<file path="src/pch_pkg.sv">
// shared constants and types for the configuration header register bank
package pch_pkg;

   // ---------------------------------------------------------------
   // configuration byte offsets
   // ---------------------------------------------------------------
   localparam logic [7:0] OFF_CLASS_CODE   = 8'h09; // class code, bytes 9..B
   localparam logic [7:0] OFF_CACHE_LINE   = 8'h0C; // cache line size
   localparam logic [7:0] OFF_BUS_HOLD     = 8'h0D; // bus hold timer
   localparam logic [7:0] OFF_HEADER_TYPE  = 8'h0E; // header layout type
   localparam logic [7:0] OFF_SELF_TEST    = 8'h0F; // self test control
   localparam logic [7:0] OFF_OP_BASE      = 8'h10; // operation register base
   localparam logic [7:0] OFF_SUBSYS_VEND  = 8'h2C; // subsystem vendor code
   localparam logic [7:0] OFF_SUBSYS       = 8'h2E; // subsystem code
   localparam logic [7:0] OFF_CAP_PTR      = 8'h34; // capability list pointer
   localparam logic [7:0] OFF_IRQ_LINE     = 8'h3C; // interrupt routing line
   localparam logic [7:0] OFF_IRQ_PIN      = 8'h3D; // interrupt request pin
   localparam logic [7:0] OFF_BURST_NEED   = 8'h3E; // burst length need
   localparam logic [7:0] OFF_ACCESS_NEED  = 8'h3F; // access interval need
   localparam logic [7:0] OFF_HOST_CTRL    = 8'h40; // host ctrl pci control
   localparam logic [7:0] OFF_POWER_CAP    = 8'h60; // power cap header

   // ---------------------------------------------------------------
   // constant field values
   // ---------------------------------------------------------------
   localparam logic [7:0]  CLASS_PROG_IF   = 8'h10; // programming interface
   localparam logic [7:0]  CLASS_SUB       = 8'h00; // subclass
   localparam logic [7:0]  CLASS_BASE      = 8'h0C; // serial bus controller
   localparam logic [7:0]  HEADER_TYPE_VAL = 8'h00; // single function
   localparam logic [7:0]  SELF_TEST_VAL   = 8'h00; // no self test
   localparam logic [7:0]  CAP_PTR_VAL     = 8'h60; // first capability entry
   localparam logic [7:0]  IRQ_PIN_VAL     = 8'h01; // interrupt line a
   localparam logic [7:0]  CAPABILITY_IDENTIFIER_VAL      = 8'h01; // power management id
   localparam logic [7:0]  CAP_NEXT_VAL    = 8'h00; // end of list
   localparam logic [11:0] OP_BASE_LOW     = 12'h000; // hardwired low bits

   // ---------------------------------------------------------------
   // field layout and reset values
   // ---------------------------------------------------------------
   localparam int          OP_BASE_LSB     = 12;     // first writable bit
   localparam int          SWAP_BIT        = 0;      // swap control bit
   localparam logic [7:0]  CACHE_LINE_MIN  = 8'h02;  // smallest legal size
   localparam logic [7:0]  CACHE_LINE_MAX  = 8'h80;  // largest legal size
   localparam logic [7:0]  RST_CACHE_LINE  = 8'h00;
   localparam logic [7:0]  RST_BUS_HOLD    = 8'h00;
   localparam logic [19:0] RST_OP_BASE     = 20'h00000;
   localparam logic [7:0]  RST_IRQ_LINE    = 8'h00;
   localparam logic [7:0]  RST_BURST_NEED  = 8'h00;
   localparam logic [7:0]  RST_ACCESS_NEED = 8'h00;
   localparam logic        RST_SWAP        = 1'b0;
   localparam logic [15:0] RST_SUBSYS_VEND = 16'h5A5A; // arbitrary value
   localparam logic [15:0] RST_SUBSYS      = 16'hA5A5; // arbitrary value

   // ---------------------------------------------------------------
   // module state, one packed record
   // ---------------------------------------------------------------
   typedef struct packed {
      logic [7:0]  cache_line;    // legalised cache line size
      logic [7:0]  bus_hold;      // bus hold timer
      logic [19:0] op_base;       // operation base, bits 31..12
      logic [15:0] subsys_vend;   // loaded subsystem vendor code
      logic [15:0] subsys;        // loaded subsystem code
      logic [7:0]  irq_line;      // interrupt routing line
      logic [7:0]  burst_need;    // loaded burst length need
      logic [7:0]  access_need;   // loaded access interval need
      logic        swap;          // global swap control
      logic [31:0] rdata;         // config read data
      logic        rvalid;        // config read answer
      logic [31:0] quad_out;      // data path quadlet out
      logic        quad_valid;    // data path valid out
   } pch_state_t;

endpackage

</file>
<file path="src/pch_config_regs.sv">
// configuration header register bank from class code to power cap header
// ---------------------------------------------------------------------
// ---------------------------------------------------------------------
`timescale 1ns/1ps
`default_nettype none

module pch_config_regs (
   // clock, reset, enable
   input  wire logic        core_clk,
   input  wire logic        rst_b,
   input  wire logic        core_ce,
   // configuration access port
   input  wire logic        cfg_write,
   input  wire logic        cfg_read,
   input  wire logic [5:0]  cfg_dword,
   input  wire logic [3:0]  cfg_byte_en,
   input  wire logic [31:0] cfg_wdata,
   output logic      [31:0] cfg_rdata,
   output logic             cfg_rvalid,
   // serial memory preset load
   input  wire logic        ee_load,
   input  wire logic [15:0] ee_subsys_vend,
   input  wire logic [15:0] ee_subsys,
   input  wire logic [7:0]  ee_burst_need,
   input  wire logic [7:0]  ee_access_need,
   // quadlet data path
   input  wire logic        quad_in_valid,
   input  wire logic        quad_in_exempt,
   input  wire logic [31:0] quad_in,
   output logic      [31:0] quad_out,
   output logic             quad_out_valid,
   // settings to the rest of the controller
   output logic      [7:0]  cache_line_words,
   output logic      [7:0]  bus_hold_clocks,
   output logic      [19:0] op_base_page,
   output logic      [7:0]  irq_route_line,
   output logic             swap_enable
);

   // ---------------------------------------------------------------
   // state and next state
   // ---------------------------------------------------------------
   pch_pkg::pch_state_t st;       // registered state
   pch_pkg::pch_state_t next_st;  // next state

   // ---------------------------------------------------------------
   // dword index of each register
   // ---------------------------------------------------------------
   // only offset bits 7..2 reach the bank, as a dword index
   localparam logic [5:0] DW_CLASS = pch_pkg::OFF_CLASS_CODE[7:2];
   localparam logic [5:0] DW_MISC  = pch_pkg::OFF_CACHE_LINE[7:2];
   localparam logic [5:0] DW_BASE  = pch_pkg::OFF_OP_BASE[7:2];
   localparam logic [5:0] DW_SUBS  = pch_pkg::OFF_SUBSYS_VEND[7:2];
   localparam logic [5:0] DW_CAPP  = pch_pkg::OFF_CAP_PTR[7:2];
   localparam logic [5:0] DW_IRQ   = pch_pkg::OFF_IRQ_LINE[7:2];
   localparam logic [5:0] DW_CTRL  = pch_pkg::OFF_HOST_CTRL[7:2];
   localparam logic [5:0] DW_PCAP  = pch_pkg::OFF_POWER_CAP[7:2];

   // ---------------------------------------------------------------
   // helper terms
   // ---------------------------------------------------------------
   logic [31:0] read_word;   // addressed dword as read
   logic [7:0]  cl_wr;       // byte written to cache line
   logic        cl_legal;    // written size is a legal power
   logic        wr_misc;     // write to cache/timer dword
   logic        wr_base;     // write to base dword
   logic        wr_irq;      // write to interrupt dword
   logic        wr_ctrl;     // write to control dword
   logic [31:0] swapped;     // byte reversed input quadlet

   // ---------------------------------------------------------------
   // read view of the header
   // ---------------------------------------------------------------
   // unmapped dwords and out-of-scope bytes read zero
   // the revision lane of dword 2 is another block's; it reads zero
   always_comb begin
      read_word = 32'h00000000;
      case (cfg_dword)
         DW_CLASS: begin
            read_word = {pch_pkg::CLASS_BASE,
                         pch_pkg::CLASS_SUB,
                         pch_pkg::CLASS_PROG_IF,
                         8'h00};
         end
         DW_MISC: begin
            read_word = {pch_pkg::SELF_TEST_VAL,
                         pch_pkg::HEADER_TYPE_VAL,
                         st.bus_hold,
                         st.cache_line};
         end
         DW_BASE: begin
            read_word = {st.op_base, pch_pkg::OP_BASE_LOW};
         end
         DW_SUBS: begin
            read_word = {st.subsys, st.subsys_vend};
         end
         DW_CAPP: begin
            read_word = {24'h000000, pch_pkg::CAP_PTR_VAL};
         end
         DW_IRQ: begin
            read_word = {st.access_need,
                         st.burst_need,
                         pch_pkg::IRQ_PIN_VAL,
                         st.irq_line};
         end
         DW_CTRL: begin
            read_word = {31'h00000000, st.swap};
         end
         DW_PCAP: begin
            read_word = {16'h0000,
                         pch_pkg::CAP_NEXT_VAL,
                         pch_pkg::CAPABILITY_IDENTIFIER_VAL};
         end
         default: begin
            read_word = 32'h00000000;
         end
      endcase
   end

   // ---------------------------------------------------------------
   // write decode and cache line legalisation
   // ---------------------------------------------------------------
   // only the writable dwords are decoded; any other write is
   // taken and dropped, so the bus sees a normal completion
   always_comb begin
      wr_misc  = cfg_write && (cfg_dword == DW_MISC);
      wr_base  = cfg_write && (cfg_dword == DW_BASE);
      wr_irq   = cfg_write && (cfg_dword == DW_IRQ);
      wr_ctrl  = cfg_write && (cfg_dword == DW_CTRL);
      cl_wr    = cfg_wdata[7:0];
      // one bit set, inside 2..128
      cl_legal = (cl_wr >= pch_pkg::CACHE_LINE_MIN)
              && (cl_wr <= pch_pkg::CACHE_LINE_MAX)
              && ((cl_wr & (cl_wr - 8'h01)) == 8'h00);
   end

   // ---------------------------------------------------------------
   // byte reversal of the data path quadlet
   // ---------------------------------------------------------------
   always_comb begin
      swapped = 32'h00000000;
      for (int b = 0; b < 4; b++) begin
         swapped[8*b +: 8] = quad_in[8*(3-b) +: 8];
      end
   end

   // ---------------------------------------------------------------
   // next state
   // ---------------------------------------------------------------
   always_comb begin
      next_st = st;
      // read answer, one cycle after the request
      // read_word comes from st, so a same-cycle write is not seen
      next_st.rvalid = cfg_read;
      if (cfg_read) begin
         next_st.rdata = read_word;
      end

      // cache line and bus hold timer
      if (wr_misc && cfg_byte_en[0]) begin
         next_st.cache_line = cl_legal ? cl_wr : 8'h00;
      end
      if (wr_misc && cfg_byte_en[1]) begin
         next_st.bus_hold = cfg_wdata[15:8];
      end

      // base: bytes 1..3 hold writable bits, low 12 stay zero
      if (wr_base && cfg_byte_en[1]) begin
         next_st.op_base[3:0] = cfg_wdata[15:12];
      end
      if (wr_base && cfg_byte_en[2]) begin
         next_st.op_base[11:4] = cfg_wdata[23:16];
      end
      if (wr_base && cfg_byte_en[3]) begin
         next_st.op_base[19:12] = cfg_wdata[31:24];
      end

      // interrupt line only; pin and loaded bytes ignore writes
      if (wr_irq && cfg_byte_en[0]) begin
         next_st.irq_line = cfg_wdata[7:0];
      end

      // swap bit; upper bits are not stored
      // hence the reserved bits can never read back as one
      if (wr_ctrl && cfg_byte_en[0]) begin
         next_st.swap = cfg_wdata[pch_pkg::SWAP_BIT];
      end

      // preset load from the serial memory loader; no write path
      // from the config port exists for these fields
      if (ee_load) begin
         next_st.subsys_vend = ee_subsys_vend;
         next_st.subsys      = ee_subsys;
         next_st.burst_need  = ee_burst_need;
         next_st.access_need = ee_access_need;
      end

      // data path: exempt quadlets pass straight
      // the exempt flag comes from the address decode upstream
      next_st.quad_valid = quad_in_valid;
      if (quad_in_valid) begin
         next_st.quad_out = (st.swap && !quad_in_exempt) ? swapped
                                                         : quad_in;
      end
   end

   // ---------------------------------------------------------------
   // state register
   // ---------------------------------------------------------------
   // clock enable low freezes every field
   // limitation: a load strobe that comes while ce is low is lost
   always_ff @(posedge core_clk or negedge rst_b) begin
      if (!rst_b) begin
         st.cache_line  <= pch_pkg::RST_CACHE_LINE;
         st.bus_hold    <= pch_pkg::RST_BUS_HOLD;
         st.op_base     <= pch_pkg::RST_OP_BASE;
         st.subsys_vend <= pch_pkg::RST_SUBSYS_VEND;
         st.subsys      <= pch_pkg::RST_SUBSYS;
         st.irq_line    <= pch_pkg::RST_IRQ_LINE;
         st.burst_need  <= pch_pkg::RST_BURST_NEED;
         st.access_need <= pch_pkg::RST_ACCESS_NEED;
         st.swap        <= pch_pkg::RST_SWAP;
         st.rdata       <= 32'h00000000;
         st.rvalid      <= 1'b0;
         st.quad_out    <= 32'h00000000;
         st.quad_valid  <= 1'b0;
      end else if (core_ce) begin
         st <= next_st;
      end
   end

   // ---------------------------------------------------------------
   // outputs, each straight from a state field
   // ---------------------------------------------------------------
   assign cfg_rdata        = st.rdata;
   assign cfg_rvalid       = st.rvalid;
   assign quad_out         = st.quad_out;
   assign quad_out_valid   = st.quad_valid;
   assign cache_line_words = st.cache_line;
   assign bus_hold_clocks  = st.bus_hold;
   assign op_base_page     = st.op_base;   // firmware sets it at power up
   assign irq_route_line   = st.irq_line;
   assign swap_enable      = st.swap;
endmodule

`default_nettype wire

</file>
<file path="config.mk">
export PLATFORM = sky130hd
export DESIGN_NAME = pch_config_regs
export DESIGN_NICKNAME = d
export VERILOG_FILES = /design/src/pch_pkg.sv /design/src/pch_config_regs.sv
export SDC_FILE = /design/constraint.sdc
export NUM_CORES = 1
export LEC_CHECK = 0
export ABC_AREA = 0
export BUFFER_PORTS_ARGS = -buffer_cell sky130_fd_sc_hd__buf_2
export CORE_MARGIN = 3
export CORE_UTILIZATION = 47
export DETAILED_ROUTE_END_ITERATION = 16
export GPL_ROUTABILITY_DRIVEN = 1
export PLACE_DENSITY = 0.86
export SETUP_SLACK_MARGIN = 0.4
export SKIP_LAST_GASP = 1
export SYNTH_ARGS = -nofsm -noshare
export SYNTH_HDL_FRONTEND = slang
export SYNTH_SLANG_ARGS = --single-unit
export TNS_END_PERCENT = 50
</file>
<file path="constraint.sdc">
create_clock -name core_clk -period 1.4 [get_ports core_clk]
set_clock_uncertainty 0.1 [all_clocks]
set_input_delay 0.07 -clock core_clk [delete_from_list [all_inputs] [get_ports core_clk]]
set_output_delay 0.07 -clock core_clk [all_outputs]
set_load 0.1 [all_outputs]
</file>
---- Yosys cells after proc, flatten, opt, wreduce, memory -nomap -nowiden ----
Cells that the tools add are included.
W data, S select, Z words.
word-level totals
  register bits after elaboration ......... 159
  bits in latches ......................... 0
  RAM bits ................................ 0
  bits in read-only memories .............. 0
  bits of input ports ..................... 130
  output and inout bits ................... 111
  logic and storage cells ................. 56
  memories kept ........................... 0
operators by class
  add/subtract/negate cells ............... 1
  $mul .................................... 0
  div/mod/pow operators ................... 0
  $lt $le $gt $ge ......................... 2
  eq/ne operators ......................... 8
  shift operators ......................... 0
  mux-type cells .......................... 3
  bitwise logic cells ..................... 1
  reductions and logical operators ........ 26
operator list
  kind                   number
  $pmux W32 S8           1
  $mux W32               1
  $reduce_and A2 Y1      10
  $eq A6 B4 Y1 const B   3
  $logic_and A1 B1 Y1    14
  $eq A6 B2 Y1 const B   2
  $eq A6 B5 Y1 const B   2
  $and A8 B8 Y8          1
  $ge A8 B2 Y1 const B   1
  $le A8 B8 Y1 const B   1
  $logic_not A8 Y1       1
  $mux W8                1
  $sub A8 B1 Y8 const B  1
  $eq A6 B3 Y1 const B   1
  $logic_not A1 Y1       1

---- Longest topological paths before layout ----
Gate-level depths: netlist of the first run.
  depth after elaboration ................. 5
  gate-level depth with buffers ........... 8

---- Least setup slack after synthesis of the first run ----
No wires, ideal clock.
  kind .................................... register to register
  from .................................... reg st, in the netlist swap_enable
  to ...................................... reg, netlist name quad_out[10]
  setup time .............................. 0.082 ns
  data arrival time ....................... 1.808 ns
  required time ........................... 1.218 ns
  path slack .............................. -0.590 ns
  cell stages (with the launch flop) ...... 6
  cell sequence ........................... dfrtp_1 -> nor2b_1 -> clkbuf_1 -> clkbuf_1 -> nand2_1 -> a31oi_1
on the way
  cells in the longest elaborated chain, start to end .. 2
RTL lines
  what                    line                    source
  from (decl)             pch_config_regs.sv:43   pch_pkg::pch_state_t st;
  from (signal assigned)  pch_config_regs.sv:228  st <= next_st;
  $logic_and A1 B1 Y1     pch_config_regs.sv:202  next_st.quad_out = (st.swap && !quad_in_exempt) ? swapped
  $mux W32                pch_config_regs.sv:202
No other way between the ends.
A chain may end at the register's enable or synchronous reset.

---- Worst setup path after layout of the first run ----
  from .................................... reg st, in the netlist swap_enable
  to ...................................... reg, netlist name quad_out[16]
on the way
  cells in the longest elaborated chain, start to end .. 2
RTL lines
  what                 line
  $logic_and A1 B1 Y1  pch_config_regs.sv:202
  $mux W32             pch_config_regs.sv:202
No other way between the ends.

==> impl_summary.txt, run 1 <==
----------------------------------------------------
[Outcome]
  Result of the run ... complete, but fails checks
  Violated checks ... negative hold slack, negative setup slack

[Cells and area]
  Fraction of final layout cells with drive strength greater than 1 ... 55.2%
  Core occupancy in the finished layout ... 85.8%
  Final net count ... 1,226
  Most common cell after layout, fill and taps aside ... dfrtp_1
  Synth-to-Final Area Change ... 77.3%
  Commonest cells after routing, fill and taps aside ... dfrtp_1 (126), buf_2 (122), buf_12 (120)

[CTS]
  Clock tree buffer depth ... 2
  Latest clock arrival within the worst-skew pair ... 430 ps
  Clock Sinks ... 159
  Maximum level of the CTS H-tree ... 4
  CTS Root Cell ... clkbuf_16
  Register clock-pin slew on the reported worst setup and hold paths ... 70 ps
  TritonCTS clock tree ... done
  Total CTS buffers ... 17

[Setup path]
  Startpoint type of the worst setup path ... register
  Data arrival time at the worst-slack endpoint ... 1670 ps
  Worst setup path class ... reg -> reg
  Critical Path, Cell by Cell ... nand2b_1 -> buf_12 -> nand2_1 -> a31oi_1
  CP Max Fanout ... 32
  Delay of the slowest cell on the worst path ... 530 ps
  CP endpoint kind ... register
  Cell type of the slowest stage on the worst timing path ... dfrtp_4
  Req. time, crit path ... 1630 ps

[Synth]
  Top FF cell, synth ... dfrtp_1
  Number of distinct library cells after synthesis ... 43
  Syn Nets ... 857
  Cell area after synthesis ... 7740 um^2
  Synthesized flop and latch total ... 159
  Share of synthesized flip-flops with an asynchronous set or reset ... 100%
  Total of warnings raised by yosys ... 0
  Gate count after technology mapping ... 727
  Share of the yosys chip area belonging to registers ... 51.7%
  Largest cells by area after synthesis ... dfrtp_1 (46%), mux2_2 (13%), buf_4 (11%)
  Area share of the largest cell type after synthesis ... 46.2%
  Number of enable-type register cells in the synthesized netlist ... 0
  Post-synthesis cell type with the largest combined area ... dfrtp_1
  Mean area per synthesized cell ... 10.6 um^2

[Floorplanning]
  Effective utilization at floorplan ... 48.4%
  FP Rows ... 46
  DIE HEIGHT ... 134 um
  Width of the die ... 134 um
  IO Count ... 241
  Die area ... 18,000 um^2
  Area of the core ... 16,000 um^2

[STA]
  Fmax ... 691 MHz
  Post-route clock period utilization ... 103%
  Worst Slack Setup Final ... -47.0 ps
  Least-Margin Pin Slew ... 477 ps
  Rel. slew slack ... 68.0%
  Final setup violating endpoints ... 4
  Final Hold Vio Count ... 4
  RSZ-0062 raised after global routing ... yes
  Final hold slack ... -123 ps
  Pins Over Slew Limit ... 0
  Minimum period implied by the final worst setup slack ... 1450 ps

[Global route]
  Largest net degree at the start of global routing ... 65
  Global routing met2 resource utilization ... 57.3%
  Highest-utilization routing layer at the global route stage ... met2
  Total routing usage reported by global routing ... 31.8%
  Total congestion overflow ... 0
  Number of antenna violations at the first check in global routing ... 4
  Met1 routing resource usage after global routing ... 34.9%
  First-pass GRT wire length ... 44,000 um
  Global routing met3 resource utilization ... 7.95%
  Via count of the first global-routing pass ... 7,765

[Run]
  Total of max-cap violations ... 0

[Placement]
  Number of buffers inserted by port buffering ... 240
  Routability-driven placement congestion ratio ... 0.877
  HPWL after detailed placement ... 15,400 um

[Routing]
  Via count ... 7,755
  Number of detailed-routing iterations run before antenna repair ... 5
  Mean number of vias per cell ... 5.84
  Post-Route WL ... 34,100 um
  Post-route DRC violation count ... 0
  Number of DRC violations after detailed-routing iteration 0 ... 624
  Detail Route Antenna Nets ... 0
  Per-cell routed wire length ... 25.7 um

[Pwr]
  Power density normalized to cell area ... 1160 nW/um^2
  Static Leakage ... 6.32 nW
  Peak supply drop ... 977 uV

[Min path]
  Path type of the worst min-delay path ... in -> reg

----------------------------------------------------
critical path: cells and delay by family (launching register included):
family | cells | cell delay [ps]
compound gates | 1 | 250
flops | 1 | 530
simple gates | 2 | 260
buf+inv | 1 | 200
power by group:
group | internal, mW | switching, mW
Combinational | 2.10 | 3.11
Sequential | 5.12 | 0.548
Clock | 2.95 | 2.13
Total | 10.2 | 5.78
per-stage QoR:
| step | instances | total power, mW | worst slack [ps] | TNS (ps) | instance area (um^2) |
|---|---|---|---|---|---|
| after global placement | 1093 | 8.92 | -397 | -14370 | 8960 |
| after global routing | 1329 | 16.3 | -59.6 | -246 | 13700 |
| after floorplan | 727 | 8.47 | -286 | -14300 | 7990 |
| after CTS | 1290 | 15.2 | 55.4 | 0 | 12700 |
| after detailed placement | 1093 | 9.00 | -484 | -16150 | 8960 |
| final | 1329 | 15.9 | -47.0 | -69.1 | 13700 |
layer usage:
metal / part of all wire (%) / vias up / wire [um]
li1: - / 3191 / -
met1: 33 / 3814 / 11300
met2: 53 / 591 / 18000
met3: 7.5 / 159 / 2570
met4: 6.6 / 0 / 2260
met5: 0 / - / 0
cell type report:
type / count / area (um^2)
tap: 216 / 270
sequential: 159 / 4020
timing repair buffer: 499 / 5400
antenna: 4 / 10.0
fill: 665 / 2280
clock inverter: 13 / 174
clock buffer: 19 / 453
inverter: 6 / 22.5
multi-input combinational: 413 / 3370
cell families after synthesis:
logic type             share of synthesized area, %
AND/OR/NAND/NOR                                12.0
buffers and inverters                          12.9
flip-flops                                     51.7
XOR/XNOR                                      0.113
AO/OA/AOI/OAI                                  9.81
multiplexers                                   13.5
registers in the layout (all words and copies together) (netlist names):
name	flops
st	48
cfg_rdata	32
quad_out	32
op_base_page	20
bus_hold_clocks	8
cache_line_words	8
irq_route_line	8
cfg_rvalid	1
quad_out_valid	1
swap_enable	1
synthesized netlist by cell type, types with 3 or more instances:
master / instances
nor4_1: 3
nor3_1: 4
dfstp_2: 16
inv_1: 6
or4b_2: 3
clkbuf_1: 32
a31oi_1: 35
o21ai_0: 11
o31ai_1: 7
nor2_1: 68
a22oi_1: 3
a21oi_1: 16
mux2_2: 88
nand2_1: 105
buf_4: 109
buf_2: 6
mux2i_1: 5
a22o_1: 6
a221oi_1: 26
dfrtp_1: 143
and2_1: 4
and3_1: 3
final timing paths:
| check | startpoint | to | slack (ps) | cells after the start |
|---|---|---|---|---|
| max | swap_enable$_DFFE_PN0P_ | quad_out[16]$_DFFE_PN0P_ | -50 | 4 |
| min | cfg_wdata[6] | cache_line_words[6]$_DFFE_PN0P_ | -120 | 3 |
| max reg2reg | swap_enable$_DFFE_PN0P_ | quad_out[16]$_DFFE_PN0P_ | -50 | 4 |
| min reg2reg | st[96]$_DFFE_PN1P_ | cfg_rdata[21]$_DFFE_PN0P_ | 430 | 2 |
| max in group asynchronous | rst_b | op_base_page[19]$_DFFE_PN0P_ | 530 | 3 |
| min in group asynchronous | rst_b | cfg_rdata[16]$_DFFE_PN0P_ | 20 | 2 |
repair_timing:
action / in CTS / in global routing
resized for setup: 430 / 153
hold buffers: 109 / 4
endpoints found under the setup margin: 219 / 220
endpoints found under the hold margin: 273 / 9
cloned: 0 / 2
buffers inserted: 56 / 29
pin swaps: 7 / 35
Note: power is estimated with default switching activity, not from simulation.
==> inputs of run 2 (changes only) <==
- GPL_TIMING_DRIVEN: unset -> 0
==> impl_summary.txt, run 2 (synthesis gave the netlist of run 1 again) <==
----------------------------------------------------
[Outcome]
  Result of the run ... complete, but fails checks
  Violated checks ... negative hold slack, negative setup slack

[Global route]
  Number of antenna violations at the first check in global routing ... 4 (unchanged)
  Total congestion overflow ... 0 (unchanged)
  Via count of the first global-routing pass ... 8,532 (+9.9%)
  First-pass GRT wire length ... 46,300 um (+5.2%)
  Total routing usage reported by global routing ... 33.3% (+1.5 points)
  Largest net degree at the start of global routing ... 101 (+55%)

[Floorplanning]
  IO Count ... 241 (unchanged)
  FP Rows ... 46 (unchanged)
  Width of the die ... 134 um (unchanged)
  Effective utilization at floorplan ... 48.4% (unchanged)
  DIE HEIGHT ... 134 um (unchanged)
  Area of the core ... 16,000 um^2 (unchanged)
  Die area ... 18,000 um^2 (unchanged)

[Min path]
  Path type of the worst min-delay path ... in -> async

[Placement]
  Inst Count DP ... 1,181 (+8.1%)
  Number of buffers inserted by port buffering ... 237 (-1.3%)
  Routability-driven placement congestion ratio ... 0.853 (-2.7%)
  HPWL after detailed placement ... 16,300 um (+5.6%)
  Worst-case setup slack after placement ... -797 ps (-313 ps)

[CTS]
  Clock Sinks ... 159 (unchanged)
  Latest clock arrival within the worst-skew pair ... 440 ps (about the same)
  Maximum level of the CTS H-tree ... 4 (unchanged)
  Register clock-pin slew on the reported worst setup and hold paths ... 80 ps (about the same)
  Clock tree buffer depth ... 2 (unchanged)
  CTS Root Cell ... clkbuf_16
  TritonCTS clock tree ... done
  Total CTS buffers ... 17 (unchanged)

[STA]
  Post-route clock period utilization ... 131% (+27 points)
  Pins Over Slew Limit ... 0 (unchanged)
  Final Hold Vio Count ... 65 (+61)
  Worst Slack Setup Final ... -428 ps (-381 ps)
  Fmax ... 547 MHz (-21%)
  Rel. slew slack ... 40.4% (-28 points)
  RSZ-0062 raised after global routing ... yes
  Final hold slack ... -504 ps (-381 ps)
  Least-Margin Pin Slew ... 894 ps (+417 ps)
  Final setup violating endpoints ... 62 (+58)
  Minimum period implied by the final worst setup slack ... 1830 ps (+381 ps)
  Accumulated negative setup slack ... -4810 ps (-4740 ps)

[Pwr]
  Power density normalized to cell area ... 1080 nW/um^2 (-6.7%)
  Static Leakage ... 7.12 nW (+13%)
  Peak supply drop ... 950 uV (-2.7%)

[Setup path]
  Reg2reg start ... swap_enable$_DFFE_PN0P_
  Startpoint type of the worst setup path ... input pin
  End of the worst register-to-register path ... quad_out[27]$_DFFE_PN0P_
  Req. time, crit path ... 1580 ps (-50 ps)
  Worst setup path class ... in -> reg
  Critical Path Sink ... cfg_rdata[17]$_DFFE_PN0P_
  FF-to-FF path depth ... 5 (+1)
  Flop-to-flop setup slack ... -150 ps (-100 ps)
  CP Max Fanout ... 6 (-81%)
  Data arrival time at the worst-slack endpoint ... 2010 ps (+340 ps)
  CP endpoint kind ... register
  Beginning of the critical path ... cfg_dword[1]

[Routing]
  Post-route DRC violation count ... 0 (unchanged)
  Number of DRC violations after detailed-routing iteration 0 ... 1,030 (+65%)
  Per-cell routed wire length ... 30.0 um (+17%)
  Detail Route Antenna Nets ... 0 (unchanged)
  Mean number of vias per cell ... 6.23 (+6.8%)
  Via count ... 8,933 (+15%)
  Number of detailed-routing iterations run before antenna repair ... 5 (unchanged)
  Post-Route WL ... 43,100 um (+26%)

[Cells and area]
  Number of flip-flops under the largest register name ... 48 (unchanged)
  Fraction of final layout cells with drive strength greater than 1 ... 57.8% (+2.6 points)
  Final standard cell count with taps included and fillers excluded ... 1,434 (+7.9%)
  Register containing the most flip-flops in the final layout ... st
  Commonest cells after routing, fill and taps aside ... dfrtp_1 (142), buf_6 (128), buf_2 (123)
  Most common cell after layout, fill and taps aside ... dfrtp_1
  Core occupancy in the finished layout ... 94.3% (+8.5 points)
  Final net count ... 1,332 (+8.6%)
  Synth-to-Final Area Change ... 94.9%

[Run]
  Total of max-cap violations ... 0 (unchanged)

----------------------------------------------------
==> run 2: power by group <==
part / internal (mW) / total (mW) / switching, mW / leakage [nW]
sequential: 5.11 / 5.58 / 0.465 / 1.93
combinational: 2.61 / 6.18 / 3.57 / 4.92
clock: 2.50 / 4.60 / 2.10 / 0.264
total: 10.2 / 16.4 / 6.14 / 7.12
==> run 2: how the worst min path moves through the flow <==
stage                                  from                              to  slack (ps)  cells past startpoint
after floorplan                       rst_b  bus_hold_clocks[0]$_DFFE_PN0P_        -330                      0
after global placement    ee_access_need[1]              st[68]$_DFFE_PN0P_         200                      2
after global routing                  rst_b        quad_out[14]$_DFFE_PN0P_        -470                      1
after detailed placement              rst_b       cfg_rdata[22]$_DFFE_PN0P_         -20                      1
final                                 rst_b        quad_out[14]$_DFFE_PN0P_        -500                      1
after CTS                             rst_b       cfg_rdata[22]$_DFFE_PN0P_        -480                      1
==> run 2: layout make-up <==
type | count | area, um^2
Timing Repair Buffer | 456 | 4970
Sequential cell | 159 | 4000
Multi-Input combinational cell | 413 | 3560
Buffer | 149 | 1710
Fill cell | 384 | 918
Clock buffer | 22 | 454
Tap cell | 216 | 270
Clock inverter | 10 | 91.3
Inverter | 6 | 22.5
Antenna cell | 3 | 7.51
==> run 2: repair_timing <==
action / in CTS / in global routing
cloned: 1 / 7
hold endpoints to repair: 186 / 67
setup buffers: 55 / 41
hold buffers: 112 / 2
gates resized for setup: 352 / 492
endpoints found under the setup margin: 241 / 242
pin swaps: 6 / 56
==> run 2: per-layer routing <==
layer | wire length (um) | up-vias | GRT usage, %
met5 | 23 | - | 0
met4 | 4240 | 4 | 22.7
met3 | 4620 | 356 | 7.58
met2 | 20200 | 873 | 59.0
met1 | 13900 | 4320 | 35.1
li1 | - | 3380 | -
==> run 2: critical path, stage by stage <==
cell and delay [ps]:
buf_6 100, buf_6 110, or3_4 410, nor4_4 210, buf_6 210, buf_4 130, buf_6 90, clkbuf_16 150
a221oi_4 70, a21oi_2 440
==> run 2: metrics by stage <==
| stage | hold WS (ps) | power, mW | instance area, um^2 |
|---|---|---|---|
| floorplan | -326 | 8.47 | 7990 |
| global placement | 202 | 9.21 | 9450 |
| detailed placement | -24.2 | 9.29 | 9480 |
| CTS | -477 | 14.5 | 12900 |
| global route | -467 | 16.6 | 15100 |
| finish | -504 | 16.4 | 15100 |
